[src/rtl/lbc_pkg.sv]
/*
 * lbc_pkg: register map, field positions, reset values and carrier types
 * for the LED bank configuration register block.
 * Assumes: one 40 MHz core clock; registers are 8 bits wide and are
 * reached over the two-wire serial port of the block.
 */
package lbc_pkg;

  // sizes
  localparam int NREG  = 22;
  localparam int NBANK = 6;
  localparam int NSINK = 7;
  localparam int NZONE = 5;
  localparam int NPAT  = 4;

  // register offsets
  localparam logic [7:0] ADDR_OUT1   = 8'h10;
  localparam logic [7:0] ADDR_OUT2   = 8'h11;
  localparam logic [7:0] ADDR_AB     = 8'h1A;
  localparam logic [7:0] ADDR_LV_C   = 8'h1B;
  localparam logic [7:0] ADDR_FS_A   = 8'h1F;
  localparam logic [7:0] ADDR_ANODE  = 8'h25;
  localparam logic [7:0] ADDR_PUMP   = 8'h26;
  localparam logic [7:0] ADDR_EN     = 8'h27;
  localparam logic [7:0] ADDR_PAT    = 8'h28;
  localparam logic [7:0] ADDR_ZS_HI  = 8'h29;
  localparam logic [7:0] ADDR_ZS_MID = 8'h2A;
  localparam logic [7:0] ADDR_ZS_LO  = 8'h2B;
  localparam logic [7:0] ADDR_BOOST  = 8'h2C;
  localparam logic [7:0] ADDR_ALS    = 8'h30;

  // storage slots
  localparam int IDX_OUT1   = 0;
  localparam int IDX_OUT2   = 1;
  localparam int IDX_AB     = 2;
  localparam int IDX_LV_C   = 3;
  localparam int IDX_FS_A   = 7;
  localparam int IDX_ANODE  = 13;
  localparam int IDX_PUMP   = 14;
  localparam int IDX_EN     = 15;
  localparam int IDX_PAT    = 16;
  localparam int IDX_ZS_HI  = 17;
  localparam int IDX_ZS_MID = 18;
  localparam int IDX_ZS_LO  = 19;
  localparam int IDX_BOOST  = 20;
  localparam int IDX_ALS    = 21;

  // reset values
  localparam logic [7:0] OUT1_RST  = 8'h92;
  localparam logic [7:0] OUT2_RST  = 8'h0F;
  localparam logic [7:0] CFG_RST   = 8'h00;
  localparam logic [7:0] FS_RST    = 8'h00;
  localparam logic [7:0] ANODE_RST = 8'h7F;
  localparam logic [7:0] ZS_RST    = 8'hFF;
  localparam logic [7:0] ZS_LO_RST = 8'h00;
  localparam logic [7:0] BOOST_RST = 8'h08;

  localparam logic [7:0] REG_ADDR [NREG] = '{
    ADDR_OUT1, ADDR_OUT2, ADDR_AB, 8'h1B, 8'h1C, 8'h1D, 8'h1E,
    ADDR_FS_A, 8'h20, 8'h21, 8'h22, 8'h23, 8'h24, ADDR_ANODE, ADDR_PUMP,
    ADDR_EN, ADDR_PAT, ADDR_ZS_HI, ADDR_ZS_MID, ADDR_ZS_LO, ADDR_BOOST,
    ADDR_ALS};
  localparam logic [7:0] REG_MASK [NREG] = '{
    8'hFF, 8'h0F, 8'h0F, 8'h0F, 8'h0F, 8'h0F, 8'h0F,
    8'hFF, 8'hFF, 8'hFF, 8'hFF, 8'hFF, 8'hFF, 8'h7F, 8'h07,
    8'h3F, 8'hFF, 8'hFF, 8'hFF, 8'h0F, 8'h0F, 8'h7F};
  localparam logic [7:0] REG_RST [NREG] = '{
    OUT1_RST, OUT2_RST, CFG_RST, CFG_RST, CFG_RST, CFG_RST, CFG_RST,
    FS_RST, FS_RST, FS_RST, FS_RST, FS_RST, FS_RST, ANODE_RST, CFG_RST,
    CFG_RST, CFG_RST, ZS_RST, ZS_RST, ZS_LO_RST, BOOST_RST, CFG_RST};

  // field positions
  localparam int AB_A_SRC    = 0;
  localparam int AB_A_LIN    = 1;
  localparam int AB_B_SRC    = 2;
  localparam int AB_B_LIN    = 3;
  localparam int LV_CTL_LO   = 0;
  localparam int LV_CTL_HI   = 1;
  localparam int LV_LIN      = 2;
  localparam int LV_PAT      = 3;
  localparam int OUT1_HV1    = 0;
  localparam int OUT1_HV2    = 1;
  localparam int OUT1_LV1    = 2;
  localparam int OUT1_LV2    = 4;
  localparam int OUT1_LV3    = 6;
  localparam int OUT2_LV4    = 0;
  localparam int OUT2_LV5    = 2;
  localparam int PUMP_OFF    = 0;
  localparam int PUMP_GAIN   = 1;
  localparam int BST_FREQ    = 0;
  localparam int BST_OVP     = 1;
  localparam int BST_PWM_POL = 3;

  localparam logic [3:0] I2C_BYTE_BITS = 4'h8;
  localparam logic [2:0] BANK_IDX_C    = 3'h2;

  typedef logic [2:0] lbc_bank_t;
  typedef enum logic [2:0] {
    SRC_LEVEL, SRC_SET1, SRC_SET2, SRC_SET3, SRC_PATTERN
  } lbc_src_e;
  typedef enum logic [1:0] {GAIN_AUTO, GAIN_1X, GAIN_2X} lbc_gain_e;
  typedef enum logic [1:0] {OVP_16V, OVP_24V, OVP_32V, OVP_40V} lbc_ovp_e;
  typedef enum logic [2:0] {
    ST_IDLE, ST_ADDR, ST_PTR, ST_WDATA, ST_ACK, ST_RDATA, ST_RACK
  } lbc_i2c_e;

  typedef struct packed {
    logic       enable;
    logic       linear_map;
    logic       pattern_en;
    logic [7:0] full_scale;
    lbc_src_e   source;
  } lbc_bank_s;

  typedef struct packed {
    logic      disable_pump;
    lbc_gain_e gain;
  } lbc_pump_s;

  typedef struct packed {
    logic     pwm_active_high;
    lbc_ovp_e overvoltage_trip;
    logic     freq_1mhz;
  } lbc_boost_s;

endpackage

[src/rtl/lbc_top.sv]
/*
 * lbc_top: LED bank configuration registers behind a two-wire serial
 * slave port, with decoded controls for banks, sinks, pump and boost.
 * Assumes: SCL_I and SDA_I are already synchronous to CORE_CLK_I; the
 * pad combines SDA_O and SDA_OE_N_O into an open-drain line.
 */
`timescale 1ns/100ps
module lbc_top
  import lbc_pkg::*;
#(
  parameter logic [6:0] DEV_ADDR = 7'h2A  // arbitrary value
) (
  // clock and reset
  input  wire logic                       CORE_CLK_I,
  input  wire logic                       RST_N_I,
  // serial port
  input  wire logic                       SCL_I,
  input  wire logic                       SDA_I,
  output logic                            SDA_O,
  output logic                            SDA_OE_N_O,
  // bank and sink controls
  output lbc_bank_s [NBANK-1:0]           BANK_O,
  output lbc_bank_t [NSINK-1:0]           SINK_BANK_O,
  output logic      [NSINK-1:0]           ANODE_O,
  // supplies
  output lbc_pump_s                       PUMP_O,
  output lbc_boost_s                      BOOST_O,
  // pattern and light sensor
  output logic      [NPAT-1:0]            PATTERN_EN_O,
  output logic      [NPAT-1:0]            PATTERN_SCALE_O,
  output logic      [NZONE-1:0][3:0]      ZONE_SCALE_O,
  output logic      [6:0]                 ALS_GAIN_O,
  output logic                            ALS_HIZ_O
);

  logic [1:0]  rst_pipe;
  logic        rst_n;
  logic        scl_q;
  logic        sda_q;
  logic        start_c;
  logic        stop_c;
  logic        scl_rise;
  logic        scl_fall;
  lbc_i2c_e    state;
  lbc_i2c_e    after_ack;
  logic [3:0]  bit_cnt;
  logic [7:0]  shreg;
  logic [7:0]  txreg;
  logic [7:0]  ptr;
  logic        wr_en;
  logic [7:0]  wr_addr;
  logic [7:0]  wr_data;
  logic [7:0]  rd_data;
  logic [7:0]  regs_q [NREG];

  // reset release through two flops
  always_ff @(posedge CORE_CLK_I or negedge RST_N_I) begin
    if (!RST_N_I) begin
      rst_pipe <= 2'h0;
    end else begin
      rst_pipe <= {rst_pipe[0], 1'b1};
    end
  end
  assign rst_n = rst_pipe[1];

  // line edge detection
  always_ff @(posedge CORE_CLK_I or negedge rst_n) begin
    if (!rst_n) begin
      scl_q <= 1'b1;
      sda_q <= 1'b1;
    end else begin
      scl_q <= SCL_I;
      sda_q <= SDA_I;
    end
  end
  assign start_c  = scl_q & SCL_I & sda_q & ~SDA_I;
  assign stop_c   = scl_q & SCL_I & ~sda_q & SDA_I;
  assign scl_rise = ~scl_q & SCL_I;
  assign scl_fall = scl_q & ~SCL_I;

  // serial slave: address, pointer, data with auto increment
  always_ff @(posedge CORE_CLK_I or negedge rst_n) begin
    if (!rst_n) begin
      state      <= ST_IDLE;
      after_ack  <= ST_IDLE;
      bit_cnt    <= 4'h0;
      shreg      <= 8'h00;
      txreg      <= 8'h00;
      ptr        <= 8'h00;
      wr_en      <= 1'b0;
      wr_addr    <= 8'h00;
      wr_data    <= 8'h00;
      SDA_OE_N_O <= 1'b1;
      SDA_O      <= 1'b0;
    end else begin
      wr_en <= 1'b0;
      SDA_O <= 1'b0;
      if (start_c) begin
        state      <= ST_ADDR;
        bit_cnt    <= 4'h0;
        SDA_OE_N_O <= 1'b1;
      end else if (stop_c) begin
        state      <= ST_IDLE;
        SDA_OE_N_O <= 1'b1;
      end else begin
        case (state)
          ST_ADDR, ST_PTR, ST_WDATA: begin
            if (scl_rise) begin
              shreg   <= {shreg[6:0], SDA_I};
              bit_cnt <= bit_cnt + 4'h1;
            end else if (scl_fall && bit_cnt == I2C_BYTE_BITS) begin
              bit_cnt <= 4'h0;
              if (state == ST_ADDR) begin
                if (shreg[7:1] == DEV_ADDR) begin
                  SDA_OE_N_O <= 1'b0;
                  state      <= ST_ACK;
                  after_ack  <= shreg[0] ? ST_RDATA : ST_PTR;
                end else begin
                  state <= ST_IDLE;
                end
              end else if (state == ST_PTR) begin
                ptr        <= shreg;
                SDA_OE_N_O <= 1'b0;
                state      <= ST_ACK;
                after_ack  <= ST_WDATA;
              end else begin
                wr_en      <= 1'b1;
                wr_addr    <= ptr;
                wr_data    <= shreg;
                ptr        <= ptr + 8'h01;
                SDA_OE_N_O <= 1'b0;
                state      <= ST_ACK;
                after_ack  <= ST_WDATA;
              end
            end
          end
          ST_ACK: begin
            if (scl_fall) begin
              state   <= after_ack;
              bit_cnt <= 4'h0;
              if (after_ack == ST_RDATA) begin
                txreg      <= rd_data;
                SDA_OE_N_O <= rd_data[7];
                ptr        <= ptr + 8'h01;
              end else begin
                SDA_OE_N_O <= 1'b1;
              end
            end
          end
          ST_RDATA: begin
            if (scl_rise) begin
              bit_cnt <= bit_cnt + 4'h1;
            end else if (scl_fall) begin
              if (bit_cnt == I2C_BYTE_BITS) begin
                SDA_OE_N_O <= 1'b1;
                state      <= ST_RACK;
                bit_cnt    <= 4'h0;
              end else begin
                txreg      <= {txreg[6:0], 1'b0};
                SDA_OE_N_O <= txreg[6];
              end
            end
          end
          ST_RACK: begin
            if (scl_rise) begin
              // master nack ends the read
              state     <= SDA_I ? ST_IDLE : ST_ACK;
              after_ack <= ST_RDATA;
            end
          end
          default: begin
            SDA_OE_N_O <= 1'b1;
          end
        endcase
      end
    end
  end

  // register storage, reserved bits held at zero
  for (genvar i = 0; i < NREG; i++) begin : g_reg
    always_ff @(posedge CORE_CLK_I or negedge rst_n) begin
      if (!rst_n) begin
        regs_q[i] <= REG_RST[i];
      end else if (wr_en && wr_addr == REG_ADDR[i]) begin
        regs_q[i] <= wr_data & REG_MASK[i];
      end
    end

    AST_UNUSED_ZERO: assert property (
      @(posedge CORE_CLK_I) disable iff (!rst_n)
      (regs_q[i] & ~REG_MASK[i]) == 8'h00)
      else $error("reserved bits not zero");
  end

  // read mux, unmapped offsets read zero
  always_comb begin
    rd_data = 8'h00;
    for (int i = 0; i < NREG; i++) begin
      if (ptr == REG_ADDR[i]) begin
        rd_data = regs_q[i];
      end
    end
  end

  function automatic lbc_src_e lv_source(input logic [7:0] cfg);
    if (!cfg[LV_CTL_HI]) begin
      return SRC_LEVEL;
    end else if (cfg[LV_PAT]) begin
      return SRC_PATTERN;
    end else if (cfg[LV_CTL_LO]) begin
      return SRC_SET3;
    end else begin
      return SRC_SET2;
    end
  endfunction

  // bank controls
  always_ff @(posedge CORE_CLK_I or negedge rst_n) begin
    if (!rst_n) begin
      BANK_O <= '0;
    end else begin
      for (int b = 0; b < NBANK; b++) begin
        BANK_O[b].enable     <= regs_q[IDX_EN][b];
        BANK_O[b].full_scale <= regs_q[IDX_FS_A + b];
      end
      BANK_O[0].linear_map <= regs_q[IDX_AB][AB_A_LIN];
      BANK_O[1].linear_map <= regs_q[IDX_AB][AB_B_LIN];
      BANK_O[0].pattern_en <= 1'b0;
      BANK_O[1].pattern_en <= 1'b0;
      BANK_O[0].source <= regs_q[IDX_AB][AB_A_SRC] ? SRC_SET1 : SRC_LEVEL;
      BANK_O[1].source <= regs_q[IDX_AB][AB_B_SRC] ? SRC_SET2 : SRC_LEVEL;
      for (int b = 2; b < NBANK; b++) begin
        BANK_O[b].linear_map <= regs_q[IDX_LV_C + b - 2][LV_LIN];
        BANK_O[b].pattern_en <= regs_q[IDX_LV_C + b - 2][LV_PAT];
        BANK_O[b].source     <= lv_source(regs_q[IDX_LV_C + b - 2]);
      end
    end
  end

  // sink routing and anode connects
  always_ff @(posedge CORE_CLK_I or negedge rst_n) begin
    if (!rst_n) begin
      SINK_BANK_O <= '0;
      ANODE_O     <= '0;
    end else begin
      SINK_BANK_O[0] <= {2'h0, regs_q[IDX_OUT1][OUT1_HV1]};
      SINK_BANK_O[1] <= {2'h0, regs_q[IDX_OUT1][OUT1_HV2]};
      SINK_BANK_O[2] <= BANK_IDX_C + {1'b0, regs_q[IDX_OUT1][OUT1_LV1 +: 2]};
      SINK_BANK_O[3] <= BANK_IDX_C + {1'b0, regs_q[IDX_OUT1][OUT1_LV2 +: 2]};
      SINK_BANK_O[4] <= BANK_IDX_C + {1'b0, regs_q[IDX_OUT1][OUT1_LV3 +: 2]};
      SINK_BANK_O[5] <= BANK_IDX_C + {1'b0, regs_q[IDX_OUT2][OUT2_LV4 +: 2]};
      SINK_BANK_O[6] <= BANK_IDX_C + {1'b0, regs_q[IDX_OUT2][OUT2_LV5 +: 2]};
      ANODE_O <= regs_q[IDX_ANODE][NSINK-1:0];
    end
  end

  // pump, boost and light sensor controls
  always_ff @(posedge CORE_CLK_I or negedge rst_n) begin
    if (!rst_n) begin
      PUMP_O     <= '0;
      BOOST_O    <= '0;
      ALS_GAIN_O <= 7'h00;
      ALS_HIZ_O  <= 1'b1;
    end else begin
      PUMP_O.disable_pump <= regs_q[IDX_PUMP][PUMP_OFF];
      if (!regs_q[IDX_PUMP][PUMP_GAIN + 1]) begin
        PUMP_O.gain <= GAIN_AUTO;
      end else if (regs_q[IDX_PUMP][PUMP_GAIN]) begin
        PUMP_O.gain <= GAIN_2X;
      end else begin
        PUMP_O.gain <= GAIN_1X;
      end
      BOOST_O.pwm_active_high <= regs_q[IDX_BOOST][BST_PWM_POL];
      BOOST_O.overvoltage_trip <=
        lbc_ovp_e'(regs_q[IDX_BOOST][BST_OVP +: 2]);
      BOOST_O.freq_1mhz <= regs_q[IDX_BOOST][BST_FREQ];
      ALS_GAIN_O <= regs_q[IDX_ALS][6:0];
      ALS_HIZ_O  <= regs_q[IDX_ALS][6:0] == 7'h00;
    end
  end

  // pattern enables and zone scalers
  always_ff @(posedge CORE_CLK_I or negedge rst_n) begin
    if (!rst_n) begin
      PATTERN_EN_O    <= '0;
      PATTERN_SCALE_O <= '0;
      ZONE_SCALE_O    <= '0;
    end else begin
      for (int p = 0; p < NPAT; p++) begin
        PATTERN_EN_O[p]    <= regs_q[IDX_PAT][2*p];
        PATTERN_SCALE_O[p] <= regs_q[IDX_PAT][2*p+1];
      end
      ZONE_SCALE_O[4] <= regs_q[IDX_ZS_HI][7:4];
      ZONE_SCALE_O[3] <= regs_q[IDX_ZS_HI][3:0];
      ZONE_SCALE_O[2] <= regs_q[IDX_ZS_MID][7:4];
      ZONE_SCALE_O[1] <= regs_q[IDX_ZS_MID][3:0];
      ZONE_SCALE_O[0] <= regs_q[IDX_ZS_LO][3:0];
    end
  end

  AST_BANK_A_SOURCE: assert property (
    @(posedge CORE_CLK_I) disable iff (!rst_n)
    $past(rst_n) |-> BANK_O[0].source ==
      ($past(regs_q[IDX_AB][AB_A_SRC]) ? SRC_SET1 : SRC_LEVEL))
    else $error("bank A source wrong");

  AST_BANK_B_SOURCE: assert property (
    @(posedge CORE_CLK_I) disable iff (!rst_n)
    $past(rst_n) |-> BANK_O[1].source ==
      ($past(regs_q[IDX_AB][AB_B_SRC]) ? SRC_SET2 : SRC_LEVEL))
    else $error("bank B source wrong");

  AST_MAP_MODE: assert property (
    @(posedge CORE_CLK_I) disable iff (!rst_n)
    $past(rst_n) |-> BANK_O[0].linear_map == $past(regs_q[IDX_AB][1]) &&
      BANK_O[1].linear_map == $past(regs_q[IDX_AB][3]) &&
      BANK_O[2].linear_map == $past(regs_q[IDX_LV_C][2]))
    else $error("mapping mode wrong");

  AST_PATTERN_OVERRIDE: assert property (
    @(posedge CORE_CLK_I) disable iff (!rst_n)
    (regs_q[IDX_LV_C + 1][3:1] == 3'h7) |=> BANK_O[3].source == SRC_PATTERN)
    else $error("pattern did not override zone targets");

  AST_LV_SET3: assert property (
    @(posedge CORE_CLK_I) disable iff (!rst_n)
    (regs_q[IDX_LV_C + 2][3:0] == 4'h3) |=> BANK_O[4].source == SRC_SET3)
    else $error("low bank set3 decode wrong");

  AST_CFG_C_WRITE: assert property (
    @(posedge CORE_CLK_I) disable iff (!rst_n)
    (wr_en && wr_addr == ADDR_LV_C) |=> ##1
      BANK_O[2].pattern_en == $past(wr_data[3], 2))
    else $error("write to bank C config lost");

  AST_ENABLE: assert property (
    @(posedge CORE_CLK_I) disable iff (!rst_n)
    $past(rst_n) |-> BANK_O[5].enable == $past(regs_q[IDX_EN][5]))
    else $error("bank F enable wrong");

  AST_ANODE: assert property (
    @(posedge CORE_CLK_I) disable iff (!rst_n)
    $past(rst_n) |-> ANODE_O == $past(regs_q[IDX_ANODE][6:0]))
    else $error("anode connect wrong");

  AST_PUMP_GAIN: assert property (
    @(posedge CORE_CLK_I) disable iff (!rst_n)
    (regs_q[IDX_PUMP][2:1] == 2'h2) |=> PUMP_O.gain == GAIN_1X)
    else $error("pump gain 1x decode wrong");

  AST_PUMP_OFF: assert property (
    @(posedge CORE_CLK_I) disable iff (!rst_n)
    regs_q[IDX_PUMP][0] [*2] |-> PUMP_O.disable_pump)
    else $error("pump disable lost");

  AST_BOOST: assert property (
    @(posedge CORE_CLK_I) disable iff (!rst_n)
    $past(rst_n) |-> BOOST_O.pwm_active_high == $past(regs_q[IDX_BOOST][3]) &&
      BOOST_O.freq_1mhz == $past(regs_q[IDX_BOOST][0]))
    else $error("polarity or frequency wrong");

  AST_OVP: assert property (
    @(posedge CORE_CLK_I) disable iff (!rst_n)
    (regs_q[IDX_BOOST][2:1] == 2'h3) |=> BOOST_O.overvoltage_trip == OVP_40V)
    else $error("overvoltage field wrong");

  AST_ALS_HIZ: assert property (
    @(posedge CORE_CLK_I) disable iff (!rst_n)
    $past(rst_n) |-> ALS_HIZ_O == ($past(regs_q[IDX_ALS]) == 8'h00))
    else $error("light input impedance wrong");

  AST_PATTERN_BITS: assert property (
    @(posedge CORE_CLK_I) disable iff (!rst_n)
    $past(rst_n) |-> PATTERN_SCALE_O[3] == $past(regs_q[IDX_PAT][7]) &&
      PATTERN_EN_O[3] == $past(regs_q[IDX_PAT][6]))
    else $error("pattern enable bits wrong");

  AST_ZONE_SCALE: assert property (
    @(posedge CORE_CLK_I) disable iff (!rst_n)
    $past(rst_n) |-> ZONE_SCALE_O[4] == $past(regs_q[IDX_ZS_HI][7:4]) &&
      ZONE_SCALE_O[0] == $past(regs_q[IDX_ZS_LO][3:0]))
    else $error("zone scaler wrong");

  AST_ROUTE: assert property (
    @(posedge CORE_CLK_I) disable iff (!rst_n)
    $past(rst_n) |-> SINK_BANK_O[2] ==
      3'(2 + $past(regs_q[IDX_OUT1][3:2])))
    else $error("sink routing wrong");

endmodule // lbc_top

[config.mk]
export PLATFORM = sky130hd
export DESIGN_NAME = lbc_top
export DESIGN_NICKNAME = d
export VERILOG_FILES = /design/src/rtl/lbc_pkg.sv /design/src/rtl/lbc_top.sv
export SDC_FILE = /design/constraint.sdc
export NUM_CORES = 1
export LEC_CHECK = 0
export ABC_CLOCK_PERIOD_IN_PS = 11150
export CAP_MARGIN = 20
export CELL_PAD_IN_SITES_DETAIL_PLACEMENT = 0
export CELL_PAD_IN_SITES_GLOBAL_PLACEMENT = 2
export CORE_MARGIN = 5
export CORE_UTILIZATION = 31
export CTS_CLUSTER_SIZE = 25
export DETAILED_ROUTE_END_ITERATION = 12
export DONT_BUFFER_PORTS = 1
export HOLD_SLACK_MARGIN = 0.05
export PLACE_DENSITY = 0.69
export SYNTH_ARGS = -nofsm -noshare
export SYNTH_HDL_FRONTEND = slang
export SYNTH_SLANG_ARGS = --single-unit
export TNS_END_PERCENT = 30
[constraint.sdc]
create_clock -name CORE_CLK_I -period 11.15 [get_ports CORE_CLK_I]
set_input_delay 0 -clock CORE_CLK_I [delete_from_list [all_inputs] [get_ports CORE_CLK_I]]
set_output_delay 0 -clock CORE_CLK_I [all_outputs]
set_load 0.03 [all_outputs]
==> results of run 1 <==
==> cell families after synthesis <==
family / after synthesis / synth area share
AOI/OAI and AO/OA: 220 / 0.110
xor gates and xnor gates: 1 / 0.000642
adders and majority gates: 6 / 0.00550
buffers and inverters: 89 / 0.0303
DFF: 335 / 0.618
muxes: 145 / 0.120
other: 2 / 0.000550
and+or+nand+nor: 306 / 0.116
==> per-layer routing <==
metal,share of wire,up-vias
met3,0.047,64
met1,0.44,4580
met2,0.49,237
li1,-,3941
met4,0.024,0
met5,0,-
==> sequential cells by signal (all words and copies together) (netlist names) <==
register	cells
regs_q	135
BANK_O	78
ZONE_SCALE_O	20
SINK_BANK_O	17
ptr	8
shreg	8
wr_addr	8
wr_data	8
ALS_GAIN_O	7
ANODE_O	7
txreg	7
BOOST_O	4
PATTERN_EN_O	4
PATTERN_SCALE_O	4
bit_cnt	4
PUMP_O	3
after_ack	3
state	3
rst_pipe	2
ALS_HIZ_O	1
SDA_OE_N_O	1
scl_q	1
sda_q	1
wr_en	1
==> power groups by stage <==
| stage | Combinational, mW | Sequential, mW | Clock, mW |
|---|---|---|---|
| final | 0.195 | 1.28 | 1.17 |
| after global routing | 0.216 | 1.29 | 1.25 |
| after CTS | 0.194 | 1.28 | 1.20 |
| after detailed placement | 0.192 | 1.31 | 0 |
| after global placement | 0.190 | 1.31 | 0 |
| after floorplan | 0.135 | 1.30 | 0 |
==> timing repair <==
action,CTS,global route
hold buffers,4,0
resized for setup,0,0
endpoints found under the hold margin,13,0
==> layout make-up <==
cell class	count	share of cell area
tap	585	0.0475
clock inverter	14	0.00908
inverter	20	0.00487
multi-input combinational	690	0.314
clock buffer	48	0.0659
sequential	335	0.547
timing repair buffer	18	0.0118
==> critical path: stages (launching register included) <==
cell,delay [ns]
dfrtp_1,0.44
inv_1,0.13
ha_1,0.15
buf_4,0.39
nand2b_1,0.44
o21ai_0,0.19
a22oi_1,0.27
nand4_1,0.26
a2111oi_0,0.89
o31ai_1,0.15
==> synth_stat cells (4+ instances only) <==
cell type,number,area [µm²]
a211oi_1,4,30.0
a21oi_1,51,255
a221o_1,6,60.1
a221oi_1,8,70.1
a22oi_1,12,90.1
a2bb2oi_1,9,78.8
a31oi_1,8,50.1
and2_1,15,93.8
and3_1,5,31.3
buf_1,7,26.3
buf_2,12,60.1
buf_4,11,82.6
clkbuf_1,36,135
dfrtp_1,300,7510
dfstp_2,35,920
ha_1,6,75.1
inv_1,19,71.3
mux2_2,144,1620
nand2_1,109,409
nand2b_1,13,81.3
nand3_1,24,120
nand3b_1,8,60.1
nand4_1,5,31.3
nor2_1,46,173
nor2_2,4,25.0
nor2b_1,22,138
nor3_1,18,90.1
o211ai_1,6,45.0
o21ai_0,50,250
o221ai_1,5,43.8
o22ai_1,13,81.3
o31ai_1,7,52.6
o32ai_1,5,43.8
or3_1,6,37.5
==> placed cells by master (no fill, tap or decap), drive strengths merged, types with 21 or more instances in the layout <==
cell type	netlist	layout
mux2	144	144
a21oi	51	51
nand3	24	24
nor3	21	21
dfrtp	300	300
o21ai	52	52
nand2	109	109
clkbuf	36	49
dfstp	35	35
nor2b	22	22
nor2	50	50
inv	20	21
==> metrics by stage <==
stage / cells / area, µm²
after detailed placement: 1641 / 14200
final: 1710 / 15400
after global placement: 1641 / 14200
after CTS: 1707 / 15400
after global routing: 1710 / 15400
after floorplan: 1114 / 13700
==> path summary, 6_finish.rpt <==
kind | endpoint
max in group asynchronous | BANK_O[27]$_DFF_PN0_
worst max-delay path | txreg[1]$_DFFE_PN0P_
worst max register to register | txreg[1]$_DFFE_PN0P_
worst min register to register | rst_pipe[1]$_DFF_PN0_
min in group asynchronous | rst_pipe[1]$_DFF_PN0_
worst min-delay path | bit_cnt[3]$_DFFE_PN0P_
==> results.sh, run 1 <==
export IMPL_outcome="finished, final reports clean"
export IMPL_p_int_mw=2.00
export IMPL_maxSlewHeadroom=0.259
export IMPL_grt_pass1_wl_um=62800
export IMPL_clk_pin_slew_worst_paths_ns=0.06
export IMPL_busiest_layer="met2"
export IMPL_fin_nets=1110
export IMPL_yosysSeqAreaShare=0.618
export IMPL_worstSetupStartpointType="flip-flop"
export IMPL_core_area_mm2=0.0433
export IMPL_syn_avg_cell_area_um2=12.4
export IMPL_grt_overflow_total=0
export IMPL_multi_input_area_mm2=0.00485
export IMPL_hold_ws_ns=0.0934
export IMPL_ant_nets=0
export IMPL_grt_pass1_vias=9069
export IMPL_drv_cap=0
export IMPL_nFillCells=4196
export IMPL_irDropWorstVdd_uv=73.8
export IMPL_endpoint_kind="flip-flop"
export IMPL_yosys_warnings=0
export IMPL_power_density_mw_per_mm2=172
export IMPL_grt_total_usage=0.173
export IMPL_startpoint="ptr[0]$_DFFE_PN0P_"
export IMPL_r2r_setup_slack_ns=7.66
export IMPL_crit_type="reg -> reg"
export IMPL_cts_tree="done"
export IMPL_rsz0062_at_grt="no"
export IMPL_r2r_start="ptr[0]$_DFFE_PN0P_"
export IMPL_hpwl_um=29300
export IMPL_utilization=0.357
export IMPL_global_route_usage_met2=0.286
export IMPL_arrival_ns=3.85
export IMPL_met3_usage=0.0295
export IMPL_syn_inst=1104
export IMPL_use_met1=0.236
export IMPL_fin_ws_ns=7.66
export IMPL_antenna_found_initial=0
export IMPL_p_leak_nw=6.97
export IMPL_ys_seq_elements=335
export IMPL_drv_slew=0
export IMPL_initial_utilization=0.315
export IMPL_cts_max_level=2
export IMPL_syn_area_mm2=0.0136
export IMPL_die_h_um=220
export IMPL_drt_iter0_drc=773
export IMPL_cts_made_buffers=35
export IMPL_combPwrFrac=0.074
export IMPL_async_flop_share=1.00
export IMPL_synth_main_ff_cell="dfrtp_1"
export IMPL_vias=8822
export IMPL_fmax_mhz=287
export IMPL_p_sw_frac=0.247
export IMPL_antenna_cells=0
export IMPL_post_cts_buffers=0
export IMPL_path_max_fanout=33
export IMPL_hp_class="in -> reg"
export IMPL_finalHoldViolCount=0
export IMPL_finalWirelength_um=42200
export IMPL_wl_per_cell_um=24.7
export IMPL_setup_viol=0
export IMPL_dr_pass1_iters=5
export IMPL_drive_gt1_frac=0.244
export IMPL_ys_types=80
export IMPL_routabilityCongestion=0.853
export IMPL_clock_sinks=335
export IMPL_p_sw_mw=0.654
export IMPL_power_mw=2.65
export IMPL_min_period_over_period=0.313
export IMPL_fin_skew_ns=0.0179
export IMPL_min_from="SDA_I"
export IMPL_route_detailed_drc=0
export IMPL_pre_cts_slack_ns=7.65
export IMPL_cts_buffer_depth=3
export IMPL_clk_latency_ns=0.53
export IMPL_r2r_cells=9
export IMPL_holdPathStages=5
export IMPL_rows=76
export IMPL_period_needed_ns=3.49
export IMPL_die_area_mm2=0.0483
export IMPL_portBuffers=0
export IMPL_die_width_um=220
export IMPL_p_clk_frac=0.442
export IMPL_synth_edf_count=0
export IMPL_avgViaCountPerCell=5.16
export IMPL_regArea_mm2=0.00843
export IMPL_p_seq_frac=0.485
export IMPL_worst_pin_slew_ns=1.11
export IMPL_area_delta_synth_final_pct=13.0
export IMPL_cts_root_buf="clkbuf_16"
export IMPL_setup_tns_ns=0
export IMPL_grt_max_degree=79
export IMPL_boundaryPins=161
export IMPL_cp_required_ns=11.51
No activity file was read; power rests on OpenSTA's default activity.
==> run 2: changes to the inputs <==
--- a/config.mk
+++ b/config.mk
@@ -5,7 +5,7 @@
 export SDC_FILE = /design/constraint.sdc
 export NUM_CORES = 1
 export LEC_CHECK = 0
-export ABC_CLOCK_PERIOD_IN_PS = 11150
+export ABC_CLOCK_PERIOD_IN_PS = 3000
 export CAP_MARGIN = 20
 export CELL_PAD_IN_SITES_DETAIL_PLACEMENT = 0
 export CELL_PAD_IN_SITES_GLOBAL_PLACEMENT = 2
@@ -15,7 +15,7 @@
 export DETAILED_ROUTE_END_ITERATION = 12
 export DONT_BUFFER_PORTS = 1
 export HOLD_SLACK_MARGIN = 0.05
-export PLACE_DENSITY = 0.69
+export PLACE_DENSITY = 0.71
 export SYNTH_ARGS = -nofsm -noshare
 export SYNTH_HDL_FRONTEND = slang
 export SYNTH_SLANG_ARGS = --single-unit
==> constraint.sdc (replaced) <==
create_clock -name CORE_CLK_I -period 3 [get_ports CORE_CLK_I]
set_input_delay 0 -clock CORE_CLK_I [delete_from_list [all_inputs] [get_ports CORE_CLK_I]]
set_output_delay 0 -clock CORE_CLK_I [all_outputs]
set_load 0.03 [all_outputs]
==> run 2 against run 1 <==
Net effect: final cell count is 2.7% higher; sequential power grew to 3.7 times the previous value; clock skew is 0.0047 ns higher; critical path depth is 3 lower; first-iteration DRC count is 11% lower; power grew to 3.8 times the previous value; critical endpoint unchanged; largest cell class unchanged; largest power group unchanged.
==> results.sh, run 2 (synthesis results as in run 1) <==
export IMPL_pre_cts_slack_ns=0.270
export IMPL_top_regs="regs_q (135), BANK_O (78), ZONE_SCALE_O (20)"
export IMPL_fmax_mhz=359
export IMPL_cts_tree="done"
export IMPL_grt_pass1_vias=9501
export IMPL_antenna_cells=0
export IMPL_finalWirelength_um=43100
export IMPL_p_clk_frac=0.450
export IMPL_area_delta_synth_final_pct=16.1
export IMPL_p_int_mw=7.61
export IMPL_arrival_ns=3.20
export IMPL_endpoint_kind="flip-flop"
export IMPL_drt_iter0_drc=691
export IMPL_worst_pin_slew_ns=1.14
export IMPL_core_area_mm2=0.0433
export IMPL_combPwrFrac=0.080
export IMPL_boundaryPins=161
export IMPL_hpwl_um=31700
export IMPL_clk_latency_ns=0.54
export IMPL_route_detailed_drc=0
export IMPL_path_max_fanout=23
export IMPL_utilization=0.366
export IMPL_largest_reg_flops=135
export IMPL_period_needed_ns=2.79
export IMPL_cts_buffer_depth=3
export IMPL_irDropWorstVdd_uv=329
export IMPL_hp_class="in -> reg"
export IMPL_cts_max_level=2
export IMPL_post_cts_buffers=0
export IMPL_rsz0062_at_grt="no"
export IMPL_p_sw_mw=2.49
export IMPL_cp_required_ns=3.41
export IMPL_final_common_cell="dfrtp_1"
export IMPL_max_flop_register="regs_q"
export IMPL_outcome="finished, final reports clean"
export IMPL_cts_root_buf="clkbuf_16"
export IMPL_finalHoldViolCount=0
export IMPL_fin_nets=1155
export IMPL_fin_ws_ns=0.213
export IMPL_rows=76
export IMPL_cp_slowest_stage_delay_ns=0.90
export IMPL_power_mw=10.1
export IMPL_clk_pin_slew_worst_paths_ns=0.07
export IMPL_wl_per_cell_um=24.6
export IMPL_dr_pass1_iters=5
export IMPL_avgViaCountPerCell=5.19
export IMPL_p_leak_nw=7.23
export IMPL_cts_made_buffers=35
export IMPL_power_density_mw_per_mm2=638
export IMPL_final_cell_mix="299 x dfrtp_1, 144 x mux2_2, 109 x nand2_1"
export IMPL_grt_overflow_total=0
export IMPL_routabilityCongestion=0.939
export IMPL_vias=9116
export IMPL_grt_pass1_wl_um=64000
export IMPL_die_h_um=220
export IMPL_cpMaxStageDelayCell="dfrtp_1"
export IMPL_clock_sinks=335
export IMPL_maxSlewHeadroom=0.241
export IMPL_grt_total_usage=0.176
export IMPL_die_width_um=220
export IMPL_crit_type="reg -> reg"
export IMPL_path_cells="nand2b_1 -> nor2_2 -> a22oi_1 -> nand4_1 -> a2111oi_0 -> o31ai_1"
export IMPL_drv_cap=0
export IMPL_portBuffers=0
export IMPL_drv_slew=0
export IMPL_grt_max_degree=59
export IMPL_p_seq_frac=0.470
export IMPL_antenna_found_initial=3
export IMPL_setup_viol=0
export IMPL_ant_nets=0
export IMPL_initial_utilization=0.315
export IMPL_p_sw_frac=0.247
export IMPL_fin_skew_ns=0.0227
export IMPL_drive_gt1_frac=0.275
export IMPL_worstSetupStartpointType="flip-flop"
export IMPL_die_area_mm2=0.0483
export IMPL_min_period_over_period=0.929
run 2: cell count changes in the layout (fill, tap and decap cells not counted), moves of 2 or more:
| cell | previous run | this run |
|---|---|---|
| bufinv_16 | 2 | 5 |
| clkbuf_16 | 37 | 35 |
| clkbuf_1 | 6 | 4 |
| inv_6 | 1 | 5 |
| buf_12 | 0 | 4 |
| clkbuf_8 | 5 | 3 |
| buf_4 | 11 | 54 |
run 2: path summary, 6_finish.rpt:
check / from / to / slack [ns] / depth (start not counted)
min in group asynchronous: RST_N_I / rst_pipe[1]$_DFF_PN0_ / 0.23 / 2
worst min register to register: rst_pipe[0]$_DFF_PN0_ / rst_pipe[1]$_DFF_PN0_ / 0.35 / 0
worst max register to register: ptr[2]$_DFFE_PN0P_ / txreg[1]$_DFFE_PN0P_ / 0.21 / 6
max in group asynchronous: rst_pipe[1]$_DFF_PN0_ / regs_q[162]$_DFFE_PN1P_ / 1.74 / 1
worst min-delay path: SCL_I / SDA_OE_N_O$_DFFE_PN1P_ / 0.08 / 5
worst max-delay path: ptr[2]$_DFFE_PN0P_ / txreg[1]$_DFFE_PN0P_ / 0.21 / 6
run 2: area by class of cell:
| type | instances | area [µm²] |
|---|---|---|
| inverters | 20 | 75.1 |
| clock inverters | 21 | 270 |
| clock buffers | 42 | 932 |
| well taps | 585 | 732 |
| flip-flops and latches | 335 | 8430 |
| repair buffers | 63 | 553 |
| fillers | 4224 | 27400 |
| multi-input cells | 690 | 4840 |
run 2: worst max-delay path: cells and delay by family, from the launching register on:
kind | cells | cell delay, ns
simple gates | 3 | 0.83
compound gates | 3 | 0.92
flops | 1 | 0.90
run 2: per-stage QoR:
| stage | TNS (ns) | instances | cell area (µm²) | hold slack, ns |
|---|---|---|---|---|
| floorplan | -88.46 | 1114 | 13700 | -0.296 |
| global placement | 0 | 1688 | 14600 | -0.296 |
| detailed placement | 0 | 1688 | 14600 | -0.296 |
| CTS | 0 | 1755 | 15800 | 0.0619 |
| global route | 0 | 1756 | 15800 | 0.168 |
| finish | 0 | 1756 | 15800 | 0.0758 |
run 2: power groups by stage:
stage / sequential, mW / clock (mW) / combinational [mW]
2_1_floorplan: 4.83 / 0 / 0.502
3_3_place_gp: 4.83 / 0 / 0.800
3_5_place_dp: 4.83 / 0 / 0.806
4_1_cts: 4.75 / 4.67 / 0.815
5_1_grt: 4.76 / 4.83 / 0.898
6_report: 4.75 / 4.55 / 0.807
run 2: routing by layer:
layer | up-vias | wire (µm) | track usage
met5 | - | 0 | 0
met4 | 0 | 1110 | 0.0487
met3 | 64 | 2180 | 0.0269
met2 | 289 | 21700 | 0.303
met1 | 4726 | 18100 | 0.232
li1 | 4037 | - | -
run 2: timing repair:
action	4_1_cts	5_1_grt
hold buffers	4	0
endpoints found under the hold margin	13	0
resized for setup	0	0
